===== config.mk =====
export PLATFORM = sky130hd
export DESIGN_NAME = csa_clock_ctrl
export DESIGN_NICKNAME = d
export VERILOG_FILES = /design/src/hdl/csa_pkg.sv /design/src/hdl/csa_clock_ctrl.sv
export SDC_FILE = /design/constraint.sdc
export NUM_CORES = 1
export LEC_CHECK = 0
export BUFFER_PORTS_ARGS = -buffer_cell sky130_fd_sc_hd__buf_2
export CORE_MARGIN = 2
export CORE_UTILIZATION = 59
export DETAILED_ROUTE_END_ITERATION = 10
export GPL_TIMING_DRIVEN = 0
export PLACE_DENSITY = 0.88
export SYNTH_ARGS = -nofsm -noshare
export SYNTH_HDL_FRONTEND = slang
export SYNTH_SLANG_ARGS = --single-unit

===== constraint.sdc =====
create_clock -name ref_clk -period 6.4 [get_ports ref_clk]
set_clock_uncertainty 0.15 [all_clocks]
set_input_delay 0 -clock ref_clk [delete_from_list [all_inputs] [get_ports ref_clk]]
set_output_delay 0 -clock ref_clk [all_outputs]
set_load 0.005 [all_outputs]

===== src/hdl/csa_pkg.sv =====
/*
 * Package of the clock status and auxiliary clock select block: register
 * byte addresses, field positions, reset values, source codes and counts.
 * Assumes a 32-bit APB slave on ref_clk; one register per word.
 */
package csa_pkg;
    // Register byte addresses
    localparam logic [31:0] CSA_ADDR_CONFIG = 32'h4030_0000;
    localparam logic [31:0] CSA_ADDR_STATUS = 32'h4030_0004;
    localparam logic [31:0] CSA_ADDR_CONV = 32'h4030_0008;
    localparam logic [31:0] CSA_ADDR_PIN = 32'h4030_000C;
    localparam logic [31:0] CSA_ADDR_FORCE = 32'h4030_0010;
    // Field positions
    localparam int CSA_CFG_REQ_LSB = 0;
    localparam int CSA_CFG_MON_LSB = 6;
    localparam int CSA_CFG_LOSS_IE_BIT = 20;
    localparam int CSA_STS_LOSS_BIT = 3;
    localparam int CSA_STS_SRC_LSB = 0;
    localparam int CSA_CONV_SEL_LSB = 4;
    localparam int CSA_CONV_DIV_LSB = 0;
    localparam int CSA_PIN_SEL_LSB = 8;
    localparam int CSA_PIN_DIV_LSB = 0;
    localparam int CSA_DMA_FORCE_BIT = 10;
    // Reset values
    localparam logic [2:0] CSA_RST_REQ = 3'h0;
    localparam logic [1:0] CSA_RST_MON = 2'h0;
    localparam logic CSA_RST_LOSS_IE = 1'b1;
    localparam logic [2:0] CSA_RST_SEL = 3'h7;
    localparam logic [2:0] CSA_RST_CONV_DIV = 3'h0;
    localparam logic [7:0] CSA_RST_PIN_DIV = 8'h00;
    localparam logic [31:0] CSA_RST_FORCE = 32'h0000_0000;
    // Source codes shared by status, converter and pin selects
    typedef enum logic [2:0] {
        CSA_SRC_FAST_RC = 3'b000,
        CSA_SRC_SLOW_RC = 3'b001,
        CSA_SRC_FAST_XTAL = 3'b010,
        CSA_SRC_SLOW_XTAL = 3'b011,
        CSA_SRC_PIN = 3'b100,
        CSA_SRC_PRESYS = 3'b101,
        CSA_SRC_RSVD = 3'b110,
        CSA_SRC_OFF = 3'b111
    } csa_src_e;
    // Number of sampled clock sources
    localparam int CSA_NSRC = 6;
    // Rising edges of the new source needed before a switch completes
    localparam logic [1:0] CSA_SWITCH_EDGES = 2'h2;
    // Monitor windows in slow RC periods, minus one
    localparam logic [6:0] CSA_MON_WIN1 = 7'h03;
    localparam logic [6:0] CSA_MON_WIN2 = 7'h0F;
    localparam logic [6:0] CSA_MON_WIN3 = 7'h3F;
endpackage


===== src/hdl/csa_clock_ctrl.sv =====
/*
 * Clock status and auxiliary clock select: APB registers, active system
 * clock tracking with loss monitor, converter and output pin clock
 * generators, peripheral bus clock enables.
 * Assumes all oscillators arrive as plain levels sampled by ref_clk, which
 * must run well above twice the fastest of them.
 */
//Operation
//- Status register ignores all writes
//- Loss flag set on fallback to slow RC
//- Status source codes zero to four
//- Status changes only after switch completes, on loss fallback or when a config write clears the loss flag
//- Converter select codes, seven disables
//- Converter divides by two to the field
//- Converter bit three reads zero
//- Pin select codes, seven disables output
//- Pin clock is source over divide plus one
//- Force bit holds bus clock on
//- Otherwise bus clock follows peripheral activity
//- DMA write sets DMA force bit
//- System source requested in config field
//- Monitor window off, 4, 16, 64
//- Loss interrupt gated by enable bit
`timescale 1ns/10ps
module csa_clock_ctrl #(
    parameter int NPERIPH = 32
) (
    input wire logic ref_clk,
    input wire logic rst,
    input wire logic psel,
    input wire logic penable,
    input wire logic pwrite,
    input wire logic [31:0] paddr,
    input wire logic [31:0] pwdata,
    output logic [31:0] prdata,
    output logic pready,
    output logic pslverr,
    input wire logic fast_rc_osc,
    input wire logic slow_rc_osc,
    input wire logic fast_crystal_osc,
    input wire logic slow_crystal_osc,
    input wire logic pin_clock_source,
    input wire logic predivided_system_clock,
    input wire logic dma_write,
    input wire logic [31:0] periph_active,
    output logic [31:0] periph_clk_en,
    output logic converter_clock,
    output logic output_pin_clock,
    output logic clk_loss_irq
);
    import csa_pkg::*;

    // Force register and enables are one word wide
    if (NPERIPH != 32) begin : g_chk
        $error("NPERIPH must be 32");
    end

    ////////////////////////////////////////////////////////////////////////
    // State
    typedef struct packed {
        logic [CSA_NSRC-1:0] sync1;    // Synchroniser first stage
        logic [CSA_NSRC-1:0] sync2;
        logic [CSA_NSRC-1:0] sync3;
        logic [CSA_NSRC-1:0] filt;     // Accepted source levels
        logic [2:0] sys_req;           // Requested system source
        logic [1:0] mon_per;           // Monitor window code
        logic loss_ie;                 // Loss interrupt enable
        logic [2:0] active_src;        // Source in use
        logic loss;                    // Loss flag
        logic [1:0] sw_cnt;            // Edges seen of requested source
        logic [6:0] mon_cnt;           // Slow RC periods in window
        logic act_seen;                // Active source rose in window
        logic [2:0] cv_sel;            // Converter select as written
        logic [2:0] cv_div;
        logic [2:0] cv_act_sel;        // Converter select in effect
        logic [2:0] cv_act_div;
        logic [6:0] cv_cnt;
        logic cv_out;
        logic [2:0] op_sel;            // Pin select as written
        logic [7:0] op_div;
        logic [2:0] op_act_sel;        // Pin select in effect
        logic [7:0] op_act_div;
        logic [7:0] op_cnt;
        logic op_out;
        logic [31:0] force_en;         // Force register
        logic [31:0] clk_en;
        logic irq;
        logic pready;
        logic pslverr;
        logic [31:0] prdata;
    } csa_state_s;

    csa_state_s st;
    csa_state_s next_st;

    // Both edges and rising edges of each accepted source
    logic [CSA_NSRC-1:0] next_filt;
    logic [CSA_NSRC-1:0] src_edge;
    logic [CSA_NSRC-1:0] src_rise;
    logic setup;                       // APB setup cycle
    logic access;                      // APB access cycle, write/read point
    logic cv_edge;
    logic op_edge;
    logic [6:0] cv_thr;
    logic [6:0] mon_win;

    // Edge of the selected source; reserved and off codes give none
    function automatic logic sel_edge(input logic [2:0] sel,
                                      input logic [CSA_NSRC-1:0] e);
        sel_edge = (sel <= CSA_SRC_PRESYS) ? e[sel] : 1'b0;
    endfunction

    ////////////////////////////////////////////////////////////////////////
    // Next state
    always_comb begin
        next_st = st;
        setup = psel && !penable;
        access = psel && penable && st.pready;
        // A rise counts once the second and third stages agree; any disagreement forces the level low
        next_st.sync1 = {predivided_system_clock, pin_clock_source, slow_crystal_osc,
                         fast_crystal_osc, slow_rc_osc, fast_rc_osc};
        next_st.sync2 = st.sync1;
        next_st.sync3 = st.sync2;
        next_filt = (st.filt & ~(st.sync2 ^ st.sync3)) | (st.sync3 & (st.sync2 ~^ st.sync3));
        next_st.filt = next_filt;
        src_edge = st.filt ^ next_filt;
        src_rise = ~st.filt & next_filt;

        // Register writes at the access edge
        if (access && pwrite) begin
            case (paddr)
                CSA_ADDR_CONFIG: begin
                    next_st.sys_req = pwdata[CSA_CFG_REQ_LSB +: 3];
                    next_st.mon_per = pwdata[CSA_CFG_MON_LSB +: 2];
                    next_st.loss_ie = pwdata[CSA_CFG_LOSS_IE_BIT];
                    next_st.loss = 1'b0;
                end
                CSA_ADDR_CONV: begin
                    next_st.cv_sel = pwdata[CSA_CONV_SEL_LSB +: 3];
                    next_st.cv_div = pwdata[CSA_CONV_DIV_LSB +: 3];
                end
                CSA_ADDR_PIN: begin
                    next_st.op_sel = pwdata[CSA_PIN_SEL_LSB +: 3];
                    next_st.op_div = pwdata[CSA_PIN_DIV_LSB +: 8];
                end
                CSA_ADDR_FORCE: next_st.force_en = pwdata;
                // Status writes are dropped here on purpose
                default: ;
            endcase
        end
        // The DMA set wins over a clearing write in the same cycle
        if (dma_write) begin
            next_st.force_en[CSA_DMA_FORCE_BIT] = 1'b1;
        end
        // Bus clocks on when forced or when the peripheral wants them
        next_st.clk_en = st.force_en | periph_active;

        // System switch: only once the requested source really runs
        if (st.sys_req <= CSA_SRC_PIN && st.sys_req != st.active_src) begin
            if (src_rise[st.sys_req]) begin
                next_st.sw_cnt = st.sw_cnt + 2'h1;
                if (st.sw_cnt + 2'h1 >= CSA_SWITCH_EDGES) begin
                    next_st.active_src = st.sys_req;
                    next_st.sw_cnt = 2'h0;
                end
            end
        end else begin
            // Reserved requests are ignored
            next_st.sw_cnt = 2'h0;
        end

        // Loss monitor clocked by slow RC periods
        case (st.mon_per)
            2'h1: mon_win = CSA_MON_WIN1;
            2'h2: mon_win = CSA_MON_WIN2;
            default: mon_win = CSA_MON_WIN3;
        endcase
        if (src_rise[st.active_src]) begin
            next_st.act_seen = 1'b1;
        end
        if (st.mon_per == 2'h0 || st.active_src == CSA_SRC_SLOW_RC) begin
            next_st.mon_cnt = 7'h00;
            next_st.act_seen = 1'b0;
        end else if (src_rise[CSA_SRC_SLOW_RC]) begin
            next_st.mon_cnt = st.mon_cnt + 7'h01;
            if (st.mon_cnt >= mon_win) begin
                next_st.mon_cnt = 7'h00;
                next_st.act_seen = 1'b0;
                if (!st.act_seen) begin
                    // Fall back to the slow RC and flag it
                    next_st.active_src = CSA_SRC_SLOW_RC;
                    next_st.loss = 1'b1;
                    next_st.sw_cnt = 2'h0;
                end
            end
        end
        next_st.irq = st.loss && st.loss_ie;

        // Converter clock: new setting taken only while output is low
        cv_edge = sel_edge(st.cv_act_sel, src_edge);
        cv_thr = 7'((8'h01 << st.cv_act_div) - 8'h01);
        if (!st.cv_out && {st.cv_sel, st.cv_div} != {st.cv_act_sel, st.cv_act_div}) begin
            next_st.cv_act_sel = st.cv_sel;
            next_st.cv_act_div = st.cv_div;
            next_st.cv_cnt = 7'h00;
        end else if (cv_edge) begin
            // Toggle every 2^div source half periods
            if (st.cv_cnt >= cv_thr) begin
                next_st.cv_cnt = 7'h00;
                next_st.cv_out = !st.cv_out;
            end else begin
                next_st.cv_cnt = st.cv_cnt + 7'h01;
            end
        end else if (st.cv_act_sel > CSA_SRC_PRESYS) begin
            next_st.cv_out = 1'b0;
        end

        // Output pin clock: toggle every div+1 half periods
        op_edge = sel_edge(st.op_act_sel, src_edge);
        if (!st.op_out && {st.op_sel, st.op_div} != {st.op_act_sel, st.op_act_div}) begin
            next_st.op_act_sel = st.op_sel;
            next_st.op_act_div = st.op_div;
            next_st.op_cnt = 8'h00;
        end else if (op_edge) begin
            if (st.op_cnt >= st.op_act_div) begin
                next_st.op_cnt = 8'h00;
                next_st.op_out = !st.op_out;
            end else begin
                next_st.op_cnt = st.op_cnt + 8'h01;
            end
        end else if (st.op_act_sel > CSA_SRC_PRESYS) begin
            next_st.op_out = 1'b0;
        end

        // APB answer: ready and data prepared in the setup cycle
        next_st.pready = setup;
        next_st.pslverr = 1'b0;
        next_st.prdata = 32'h0000_0000;
        if (setup) begin
            case (paddr)
                CSA_ADDR_CONFIG: begin
                    next_st.prdata[CSA_CFG_REQ_LSB +: 3] = st.sys_req;
                    next_st.prdata[CSA_CFG_MON_LSB +: 2] = st.mon_per;
                    next_st.prdata[CSA_CFG_LOSS_IE_BIT] = st.loss_ie;
                end
                CSA_ADDR_STATUS: begin
                    next_st.prdata[CSA_STS_SRC_LSB +: 3] = st.active_src;
                    next_st.prdata[CSA_STS_LOSS_BIT] = st.loss;
                end
                CSA_ADDR_CONV: begin
                    // Bit 3 stays zero
                    next_st.prdata[CSA_CONV_SEL_LSB +: 3] = st.cv_sel;
                    next_st.prdata[CSA_CONV_DIV_LSB +: 3] = st.cv_div;
                end
                CSA_ADDR_PIN: begin
                    next_st.prdata[CSA_PIN_SEL_LSB +: 3] = st.op_sel;
                    next_st.prdata[CSA_PIN_DIV_LSB +: 8] = st.op_div;
                end
                CSA_ADDR_FORCE: next_st.prdata = st.force_en;
                default: next_st.pslverr = 1'b1;
            endcase
        end
    end

    ////////////////////////////////////////////////////////////////////////
    // Registers
    always_ff @(posedge ref_clk) begin
        if (rst) begin
            st <= '0;
            st.sys_req <= CSA_RST_REQ;
            st.mon_per <= CSA_RST_MON;
            st.loss_ie <= CSA_RST_LOSS_IE;
            st.active_src <= CSA_SRC_FAST_RC;
            st.cv_sel <= CSA_RST_SEL;
            st.cv_div <= CSA_RST_CONV_DIV;
            st.cv_act_sel <= CSA_RST_SEL;
            st.cv_act_div <= CSA_RST_CONV_DIV;
            st.op_sel <= CSA_RST_SEL;
            st.op_div <= CSA_RST_PIN_DIV;
            st.op_act_sel <= CSA_RST_SEL;
            st.op_act_div <= CSA_RST_PIN_DIV;
            st.force_en <= CSA_RST_FORCE;
        end else begin
            st <= next_st;
        end
    end

    // Outputs straight from flops
    assign prdata = st.prdata;
    assign pready = st.pready;
    assign pslverr = st.pslverr;
    assign periph_clk_en = st.clk_en;
    assign converter_clock = st.cv_out;
    assign output_pin_clock = st.op_out;
    assign clk_loss_irq = st.irq;
endmodule // csa_clock_ctrl


==> results of run 1 <==
==> power by group through the flow <==
stage / registers, W / clock network, W / logic (W)
3_5_place_dp: 0.00126 / 0 / 0.000117
3_3_place_gp: 0.00125 / 0 / 0.000114
4_1_cts: 0.00123 / 0.00107 / 0.000157
5_1_grt: 0.00123 / 0.00112 / 0.000179
2_1_floorplan: 0.00125 / 0 / 0.0000551
6_report: 0.00123 / 0.00108 / 0.000170
==> worst max-delay path by stage <==
stage | slack [ns] | startpoint | to | cells after the start
finish | 3.03 | paddr[7] | st[160] | 9
global placement | 3.62 | st[176] | st[103] | 9
floorplan | 3.74 | st[176] | st[103] | 9
CTS | 3.11 | paddr[7] | st[160] | 9
global route | 2.93 | paddr[7] | st[164] | 10
detailed placement | 3.49 | st[176] | st[104] | 9
==> area by class of cell <==
| type | count | area share |
|---|---|---|
| tap | 184 | 0.0206 |
| clock buffer | 19 | 0.0397 |
| buffer | 108 | 0.0603 |
| inverter | 29 | 0.00975 |
| timing repair buffer | 257 | 0.153 |
| sequential | 194 | 0.348 |
| multi-input combinational | 590 | 0.356 |
| clock inverter | 13 | 0.0128 |
==> metal layers <==
metal  GRT usage  vias up
met5           0        -
met4       0.229        0
met3      0.0830      184
met2       0.600      575
met1       0.384     3823
li1            -     3603
==> repair_timing <==
item / 4_1_cts / 5_1_grt
endpoints found under the hold margin: 101 / 0
hold buffers: 84 / 0
setup endpoints to repair: 0 / 0
==> state kept, by name (all words and copies together), names as in the netlist <==
| name | flops |
|---|---|
| clk_loss_irq | 1 |
| converter_clock | 1 |
| next_st | 12 |
| output_pin_clock | 1 |
| periph_clk_en | 32 |
| prdata | 32 |
| pready | 1 |
| pslverr | 1 |
| st | 113 |
==> stage by stage <==
stage / power (W) / setup slack [ns] / std cells / hold WS (ns)
finish: 0.00248 / 3.03 / 1394 / 0.0303
global route: 0.00253 / 2.93 / 1394 / 0.0767
CTS: 0.00245 / 3.11 / 1394 / 0.0166
detailed placement: 0.00137 / 3.49 / 1278 / 0.0576
global placement: 0.00137 / 3.62 / 1278 / 0.0544
floorplan: 0.00131 / 3.74 / 921 / -0.0541
==> cell usage after synthesis (all sizes together) (2+ instances only) <==
cell    count
xor2       23
or4         5
a211oi      4
nor3        9
nand3      29
a22o        6
inv        29
buf        73
nand2      64
nor2b      26
clkbuf     35
ha         37
o21ai      15
a31oi       7
nand4       6
nor2      149
dfxtp     194
o21bai      6
mux2i      74
nor3b       6
nor4b       4
a21oi      18
and3        4
o211ai      5
o31ai       2
or2         3
and3b       2
nand4b      2
a22oi       6
mux4        4
nor4       10
a21o        3
and2       30
xnor2       4
mux2        9
a311oi      3
==> cell families (layout without fill, tap and decap cells) <==
family | after synthesis | count (layout) | share of synthesized area
flip-flops | 194 | 194 | 0.449
AO/OA/AOI/OAI | 86 | 86 | 0.0698
AND/OR/NAND/NOR | 353 | 353 | 0.202
buffers and inverters | 137 | 426 | 0.0905
XOR/XNOR | 27 | 27 | 0.0274
adder cells (fa/ha/maj) | 37 | 37 | 0.0536
multiplexers | 87 | 87 | 0.108
==> critical path, stage by stage <==
cell	delay [ns]
sky130_fd_sc_hd__dlygate4sd3_1	0.53
sky130_fd_sc_hd__buf_2	0.14
sky130_fd_sc_hd__nor4_4	0.18
sky130_fd_sc_hd__dlygate4sd3_1	0.65
sky130_fd_sc_hd__nand4b_1	0.13
sky130_fd_sc_hd__dlygate4sd3_1	0.62
sky130_fd_sc_hd__nor4_4	0.55
sky130_fd_sc_hd__dlygate4sd3_1	0.65
sky130_fd_sc_hd__o22ai_1	0.07
==> out/metrics.cfg, run 1 <==
[layout]
most-common-layout-cells=sky130_fd_sc_hd__dfxtp_1, sky130_fd_sc_hd__buf_2, sky130_fd_sc_hd__nor2_1
multiInputGateArea_um2=3980
finalInstanceArea_um2=11200
mostFrequentLayoutCell=sky130_fd_sc_hd__dfxtp_1
final_util=0.774
n_fill_cell=728
area_delta_synth_final_pct=29.2
layout-drive-gt1-share=0.256
antenna_cells=0
final-seq-area_um2=3880
finalNetCount=1342

[synth]
synth_cell_types=65
edff_count_synth=0
synth_sequential_area_ratio=0.449
ys_top_cells_by_area=sky130_fd_sc_hd__dfxtp_1, sky130_fd_sc_hd__mux2i_1, sky130_fd_sc_hd__nor2_1, sky130_fd_sc_hd__buf_4, sky130_fd_sc_hd__ha_1
yosysTopAreaCellShare=0.449
synth_top_area_cell=sky130_fd_sc_hd__dfxtp_1
postSynthRegisterBits=194
synth-main-ff-cell=sky130_fd_sc_hd__dfxtp_1
synth.yosys.warnings=0
synth_cells=921
synth_nets=1066
avgSynthCellArea_um2=9.38
synth.cell_area_um2=8640
async_reset_ff_frac=0

[route]
wl_met3_um=2460
ant_nets=0
highest-signal-layer=met4
m1WireLength_um=9990
drt-wirelength-per-cell_um=19.8
number_of_vias_per_cell=5.87
detailroute.wirelength.met2_um=13200
number_of_optimization_iterations_in_the_first_detailed_route_pass=9
drt_first_iter_violations=912
wl_um=27600
remaining_drc_errors=0
via_count=8185

[worst_hold_path]
hold-path-endpoint=prdata[1]
min_path_cells=5
worst_hold_path_type=primary input to flop
hold_path.startpoint=paddr[0]

[pwr]
combinationalPowerShare=0.069
worst_ir_drop_vdd_v=0.000179
power.sequential.fraction=0.495
power_report.internal_total_w=0.00188
power.density_cell_area_nw_per_um2=222
power_leakage_nw=5.03
total_switching_power_w=0.000604
clkPwrFrac=0.436
swShare=0.243

[timing]
setup-violations-final=0
fin_tns_setup_ns=0
max_slew_margin=0.463
tightest_slew_ns=0.795
grt_setup_unrepaired=false
period_minus_slack_ns=3.37
final-max-slew-violation-count=0
timing.fmax_ghz=0.297
finalHoldViolations=0
final.period_utilization=0.527

[setup_path]
worstReg2RegEnd=st[104]
worst_r2r_path_depth=9
crit_path_end_kind=flop
r2r_start=st[176]
r2r_slack_ns=3.45
critical_path_required_ns=6.55
arrival_ns=3.52
worst-setup-path-type=primary input to flop
crit_path_max_fanout=8
start_kind=primary input

[status]
run_status=finished clean

[global_route]
grt_remaining_overflow=0
grt_start_max_net_pins=19
first_pass_grt_wire_length_um=43300
grt_util_all_layers=0.349
grt_pass1_vias=8278
antenna_found_initial=0

[clock_tree]
tritoncts.num_buffers=17
htreeDepth=4
postCtsSetupBuffers=0
clock-root-buffer=sky130_fd_sc_hd__clkbuf_16
clock_path_buffers=2
cts_tree=built
clk-insertion-delay-late_ns=0.45
clk_pin_slew_ns=0.07
clock-sinks=194
post_cts_resize_count=0

[place]
detailed_place_hpwl_um=15000
numPortBuffers=173
finalWeightedCongestion=0.846
placed_cell_area_um2=9740

[die]
start_util=0.599
core_region_area_um2=14400
row_count=44
die_x_um=125
design.portCount=177
area_of_the_die_um2=15600
die_h_um=125

[flow_run]
drv_cap=0

No activity file was read; power rests on OpenSTA's default activity.
==> inputs of run 2 (changes only) <==
--- a/config.mk
+++ b/config.mk
@@ -7,10 +7,10 @@
 export LEC_CHECK = 0
 export BUFFER_PORTS_ARGS = -buffer_cell sky130_fd_sc_hd__buf_2
 export CORE_MARGIN = 2
-export CORE_UTILIZATION = 59
+export CORE_UTILIZATION = 55
 export DETAILED_ROUTE_END_ITERATION = 10
 export GPL_TIMING_DRIVEN = 0
-export PLACE_DENSITY = 0.88
+export PLACE_DENSITY = 0.83
 export SYNTH_ARGS = -nofsm -noshare
 export SYNTH_HDL_FRONTEND = slang
 export SYNTH_SLANG_ARGS = --single-unit
==> constraint.sdc (replaced) <==
create_clock -name ref_clk -period 3.34 [get_ports ref_clk]
set_clock_uncertainty 0.15 [all_clocks]
set_input_delay 0 -clock ref_clk [delete_from_list [all_inputs] [get_ports ref_clk]]
set_output_delay 0 -clock ref_clk [all_outputs]
set_load 0.005 [all_outputs]
==> run 2 against run 1 <==
Net effect: global-route usage is 4.4 points lower; first-iteration DRC count is 31% lower; sequential cell count stayed put; cell area rose by 1.0%; sequential power rose by 92%; combinational power rose by 91%; setup slack worse by 2.9 ns; critical path type unchanged; critical endpoint is now prdata[6]; largest cell class unchanged; highest routed layer unchanged.
==> out/metrics.cfg, run 2 (synthesized netlist as in run 1, its figures left out) <==
[setup_path]
cp_slowest_stage_delay_ns=0.66
cpMaxStageDelayCell=sky130_fd_sc_hd__dlygate4sd3_1
cpLargestDelayFamily=buffers and inverters
critical_path.most_common_cell=sky130_fd_sc_hd__dlygate4sd3_1
critical_path.n_buffers_inverters=5
crit_path_max_fanout=8
worst-setup-path-type=primary input to flop
cells_along_the_critical_path=dlygate4sd3_1, buf_2, nor4_4, dlygate4sd3_1, nor3b_2, and3b_1, clkbuf_2, a221oi_1, nor4b_1, dlygate4sd3_1
arrival_ns=3.43
critical_path_required_ns=3.58
crit_path_end_kind=flop
start_kind=primary input

[place]
finalWeightedCongestion=0.845
detailed_place_hpwl_um=14900
numPortBuffers=173

[clock_tree]
clk_pin_slew_ns=0.08
postCtsSetupBuffers=0
tritoncts.num_buffers=17
clock-sinks=194
htreeDepth=4
clk-insertion-delay-late_ns=0.44
cts_tree=built
clock_path_buffers=2
clock-root-buffer=sky130_fd_sc_hd__clkbuf_16

[status]
run_status=finished clean

[layout]
most-common-layout-cells=sky130_fd_sc_hd__dfxtp_1, sky130_fd_sc_hd__buf_2, sky130_fd_sc_hd__nor2_1
mostFrequentLayoutCell=sky130_fd_sc_hd__dfxtp_1
reg_with_most_ffs=st
finalNetCount=1348
layout-drive-gt1-share=0.256
n_fill_cell=913
largest_register_ff_count=113
area_delta_synth_final_pct=30.5

[route]
ant_nets=0
wl_um=25500
via_count=7895
drt-wirelength-per-cell_um=17.9
remaining_drc_errors=0
drt_first_iter_violations=633
number_of_optimization_iterations_in_the_first_detailed_route_pass=7
number_of_vias_per_cell=5.53

[timing]
timing.fmax_ghz=0.313
fin_tns_setup_ns=0
finalHoldViolations=0
setup-violations-final=0
max_slew_margin=0.505
tightest_slew_ns=0.733
final.period_utilization=0.956
final-max-slew-violation-count=0
period_minus_slack_ns=3.19
grt_setup_unrepaired=false

[global_route]
groute.layer.met2.usage=0.520
first_pass_grt_wire_length_um=39700
grt_util_all_layers=0.305
grtUsageMet3=0.0805
gr-max-usage-layer=met2
grt_pass1_vias=7904
grt_remaining_overflow=0
grt_use_met1=0.341
antenna_found_initial=1
grt_start_max_net_pins=21

[die]
row_count=45
design.portCount=177
die_h_um=129
area_of_the_die_um2=16700
start_util=0.566
core_region_area_um2=15300
die_x_um=129

[pwr]
worst_ir_drop_vdd_v=0.000356
total_power_w=0.00479
power_leakage_nw=5.06
power.density_cell_area_nw_per_um2=425

[flow_run]
drv_cap=0

[worst_hold_path]
worst_hold_path_type=primary input to flop

run 2: power breakdown:
group | internal [W] | leakage (nW) | switching, W
logic | 0.000176 | 3.19 | 0.000147
registers | 0.00234 | 1.58 | 0.0000131
clock network | 0.00108 | 0.299 | 0.00103
total | 0.00360 | 5.06 | 0.00119
run 2: area by class of cell:
cell class / instances / area (um^2) / area share
diodes: 1 / 2.50 / 0.000222
plain buffers: 108 / 673 / 0.0597
clock buffers: 17 / 425 / 0.0377
clock inverters: 15 / 180 / 0.0160
inverters: 29 / 109 / 0.00965
multi-input cells: 590 / 3980 / 0.353
flip-flops and latches: 194 / 3880 / 0.344
well taps: 211 / 264 / 0.0234
repair buffers: 263 / 1770 / 0.157
run 2: final timing paths:
path,startpoint,cells past startpoint,endpoint,slack (ns)
worst max-delay path,paddr[7],10,prdata[6],0.15
worst min register to register,st[159],2,st[159],0.29
worst min-delay path,rst,3,converter_clock,0.02
worst max register to register,st[180],9,st[104],0.44
run 2: routing by layer:
metal  wire length (um)  vias to the layer above
li1                   -                     3628
met1               9800                     3712
met2              12100                      424
met3               2120                      131
met4               1440                        0
met5                  0                        -
run 2: tightest hold or removal path: cells and delay by family:
kind	cells	cell delay (ns)
AND/OR/NAND/NOR	1	0.21
buffers and inverters	1	0.24
AO/OA/AOI/OAI	1	0.13
run 2: timing repair:
item / in CTS / in global routing
resized for setup: 0 / 0
endpoints found under the hold margin: 101 / 0
hold buffers: 90 / 0
run 2: through the flow:
step                      hold slack [ns]  worst slack [ns]  instances  cell area (um^2)   util
after detailed placement           0.0587             0.502       1305              9770  0.641
after global routing               0.0475            0.0293       1428             11300  0.739
after floorplan                   -0.0541             0.682        921              8640      -
after CTS                          0.0324             0.309       1427             11300  0.739
final                              0.0173             0.149       1428             11300  0.739
after global placement             0.0523             0.551       1305              9770  0.641
==> inputs of run 3 (changes only) <==
--- a/config.mk
+++ b/config.mk
@@ -7,10 +7,11 @@
 export LEC_CHECK = 0
 export BUFFER_PORTS_ARGS = -buffer_cell sky130_fd_sc_hd__buf_2
 export CORE_MARGIN = 2
-export CORE_UTILIZATION = 55
+export CORE_UTILIZATION = 57
+export CTS_BUF_LIST = sky130_fd_sc_hd__clkbuf_8
 export DETAILED_ROUTE_END_ITERATION = 10
 export GPL_TIMING_DRIVEN = 0
-export PLACE_DENSITY = 0.83
+export PLACE_DENSITY = 0.85
 export SYNTH_ARGS = -nofsm -noshare
 export SYNTH_HDL_FRONTEND = slang
 export SYNTH_SLANG_ARGS = --single-unit
==> run 3 against run 2 <==
Net effect: non-clock buffer count grew 5; cell area fell by 1.6%; wire length shrank 2.3%; fmax is 3.2% higher; sequential share of layout area grew 0.57 points; critical path type unchanged.
==> out/metrics.cfg, run 3 (synthesized netlist as in run 1, its figures left out) <==
[global_route]
first_pass_grt_wire_length_um=39400
groute.layer.met2.usage=0.536
grt_remaining_overflow=0
gr-max-usage-layer=met2
grtUsageMet3=0.0733
grt_start_max_net_pins=21
grt_util_all_layers=0.309
grt_use_met1=0.348
antenna_found_initial=0
grt_pass1_vias=7988

[timing]
finalHoldViolations=0
final.period_utilization=0.926
final-max-slew-violation-count=0
fin_tns_setup_ns=0
period_minus_slack_ns=3.09
tightest_slew_ns=0.730
max_slew_margin=0.507
timing.fmax_ghz=0.323
setup-violations-final=0
grt_setup_unrepaired=false

[clock_tree]
clock-root-buffer=sky130_fd_sc_hd__clkbuf_8
clock_path_buffers=2
cts_tree=built
clk_pin_slew_ns=0.11
htreeDepth=4
clock-sinks=194
tritoncts.num_buffers=17
post_cts_resize_count=0
clk-insertion-delay-late_ns=0.48

[layout]
layout-drive-gt1-share=0.256
n_fill_cell=923
finalNetCount=1353
mostFrequentLayoutCell=sky130_fd_sc_hd__dfxtp_1
most-common-layout-cells=sky130_fd_sc_hd__dfxtp_1, sky130_fd_sc_hd__buf_2, sky130_fd_sc_hd__nor2_1
final-seq-area_um2=3880
largest_register_ff_count=113
area_delta_synth_final_pct=28.4
multiInputGateArea_um2=3980
reg_with_most_ffs=st
antenna_cells=0

[die]
row_count=45
area_of_the_die_um2=16200
die_x_um=127
core_region_area_um2=15000
design.portCount=177
die_h_um=127
start_util=0.575

[pwr]
power_report.internal_total_w=0.00311
total_power_w=0.00421
power.density_cell_area_nw_per_um2=379
power.sequential.fraction=0.560
worst_ir_drop_vdd_v=0.000231
total_switching_power_w=0.00110
power_leakage_nw=5.00
clkPwrFrac=0.363
swShare=0.261
combinationalPowerShare=0.077

[route]
number_of_vias_per_cell=5.62
via_count=7918
drt_first_iter_violations=674
remaining_drc_errors=0
number_of_optimization_iterations_in_the_first_detailed_route_pass=6
wl_um=24900
ant_nets=0
drt-wirelength-per-cell_um=17.7

[status]
run_status=finished clean

[setup_path]
crit_path_max_fanout=5
worst-setup-path-type=primary input to flop
crit_path_end_kind=flop
arrival_ns=3.37
critical_path_required_ns=3.62
start_kind=primary input

[place]
detailed_place_hpwl_um=15000
finalWeightedCongestion=0.852
numPortBuffers=173

[flow_run]
drv_cap=0

[worst_hold_path]
worst_hold_path_type=primary input to flop

==> run 3: cell type report <==
type                    instances  area share
multi-input cells             590       0.358
flip-flops and latches        194       0.350
repair buffers                268       0.163
plain buffers                 108      0.0607
clock buffers                  18      0.0223
well taps                     188      0.0212
clock inverters                14      0.0141
inverters                      29     0.00981
==> run 3: worst paths after layout <==
| check | startpoint | endpoint | slack [ns] | cells after the start |
|---|---|---|---|---|
| max | paddr[26] | st[164] | 0.25 | 10 |
| min reg2reg | st[159] | st[159] | 0.29 | 2 |
| max reg2reg | st[177] | st[103] | 0.41 | 9 |
| min | rst | converter_clock | 0.06 | 3 |
==> run 3: what timing repair did <==
action	CTS	global route
hold buffers	93	2
setup endpoints to repair	0	1
endpoints found under the hold margin	103	1
buffers inserted	0	1
==> run 3: metrics by stage <==
step                      cell area (um^2)  worst slack, ns  hold WS (ns)  cells  utilization
after floorplan                       8640            0.682       -0.0541    921            -
after global placement                9740            0.555        0.0526   1282        0.648
after detailed placement              9740            0.508        0.0570   1282        0.648
after CTS                            11100            0.148      0.000246   1407        0.737
after global routing                 11100            0.100        0.0846   1409        0.738
final                                11100            0.247        0.0621   1409        0.738
==> run 3: worst max-delay path: stages <==
cell                            delay [ns]
sky130_fd_sc_hd__dlygate4sd3_1        0.53
sky130_fd_sc_hd__buf_2                0.12
sky130_fd_sc_hd__nor4_1               0.22
sky130_fd_sc_hd__dlygate4sd3_1        0.61
sky130_fd_sc_hd__nand4_2              0.23
sky130_fd_sc_hd__nor4_4               0.31
sky130_fd_sc_hd__nand2_1              0.10
sky130_fd_sc_hd__dlygate4sd3_1        0.58
sky130_fd_sc_hd__o211ai_1             0.11
sky130_fd_sc_hd__dlygate4sd3_1        0.57
==> run 3: routing by layer <==
layer,vias to the layer above,share of wire,wire length [um]
met3,124,0.076,1900
met5,-,0,0
met2,462,0.49,12200
met4,0,0.054,1350
met1,3698,0.38,9440
li1,3634,-,-
==> run 3: power groups by stage <==
stage | clock [W] | combinational [W] | sequential [W]
after floorplan | 0 | 0.000106 | 0.00240
after global placement | 0 | 0.000220 | 0.00240
after detailed placement | 0 | 0.000225 | 0.00241
after CTS | 0.00152 | 0.000304 | 0.00235
after global routing | 0.00164 | 0.000343 | 0.00236
final | 0.00153 | 0.000325 | 0.00235
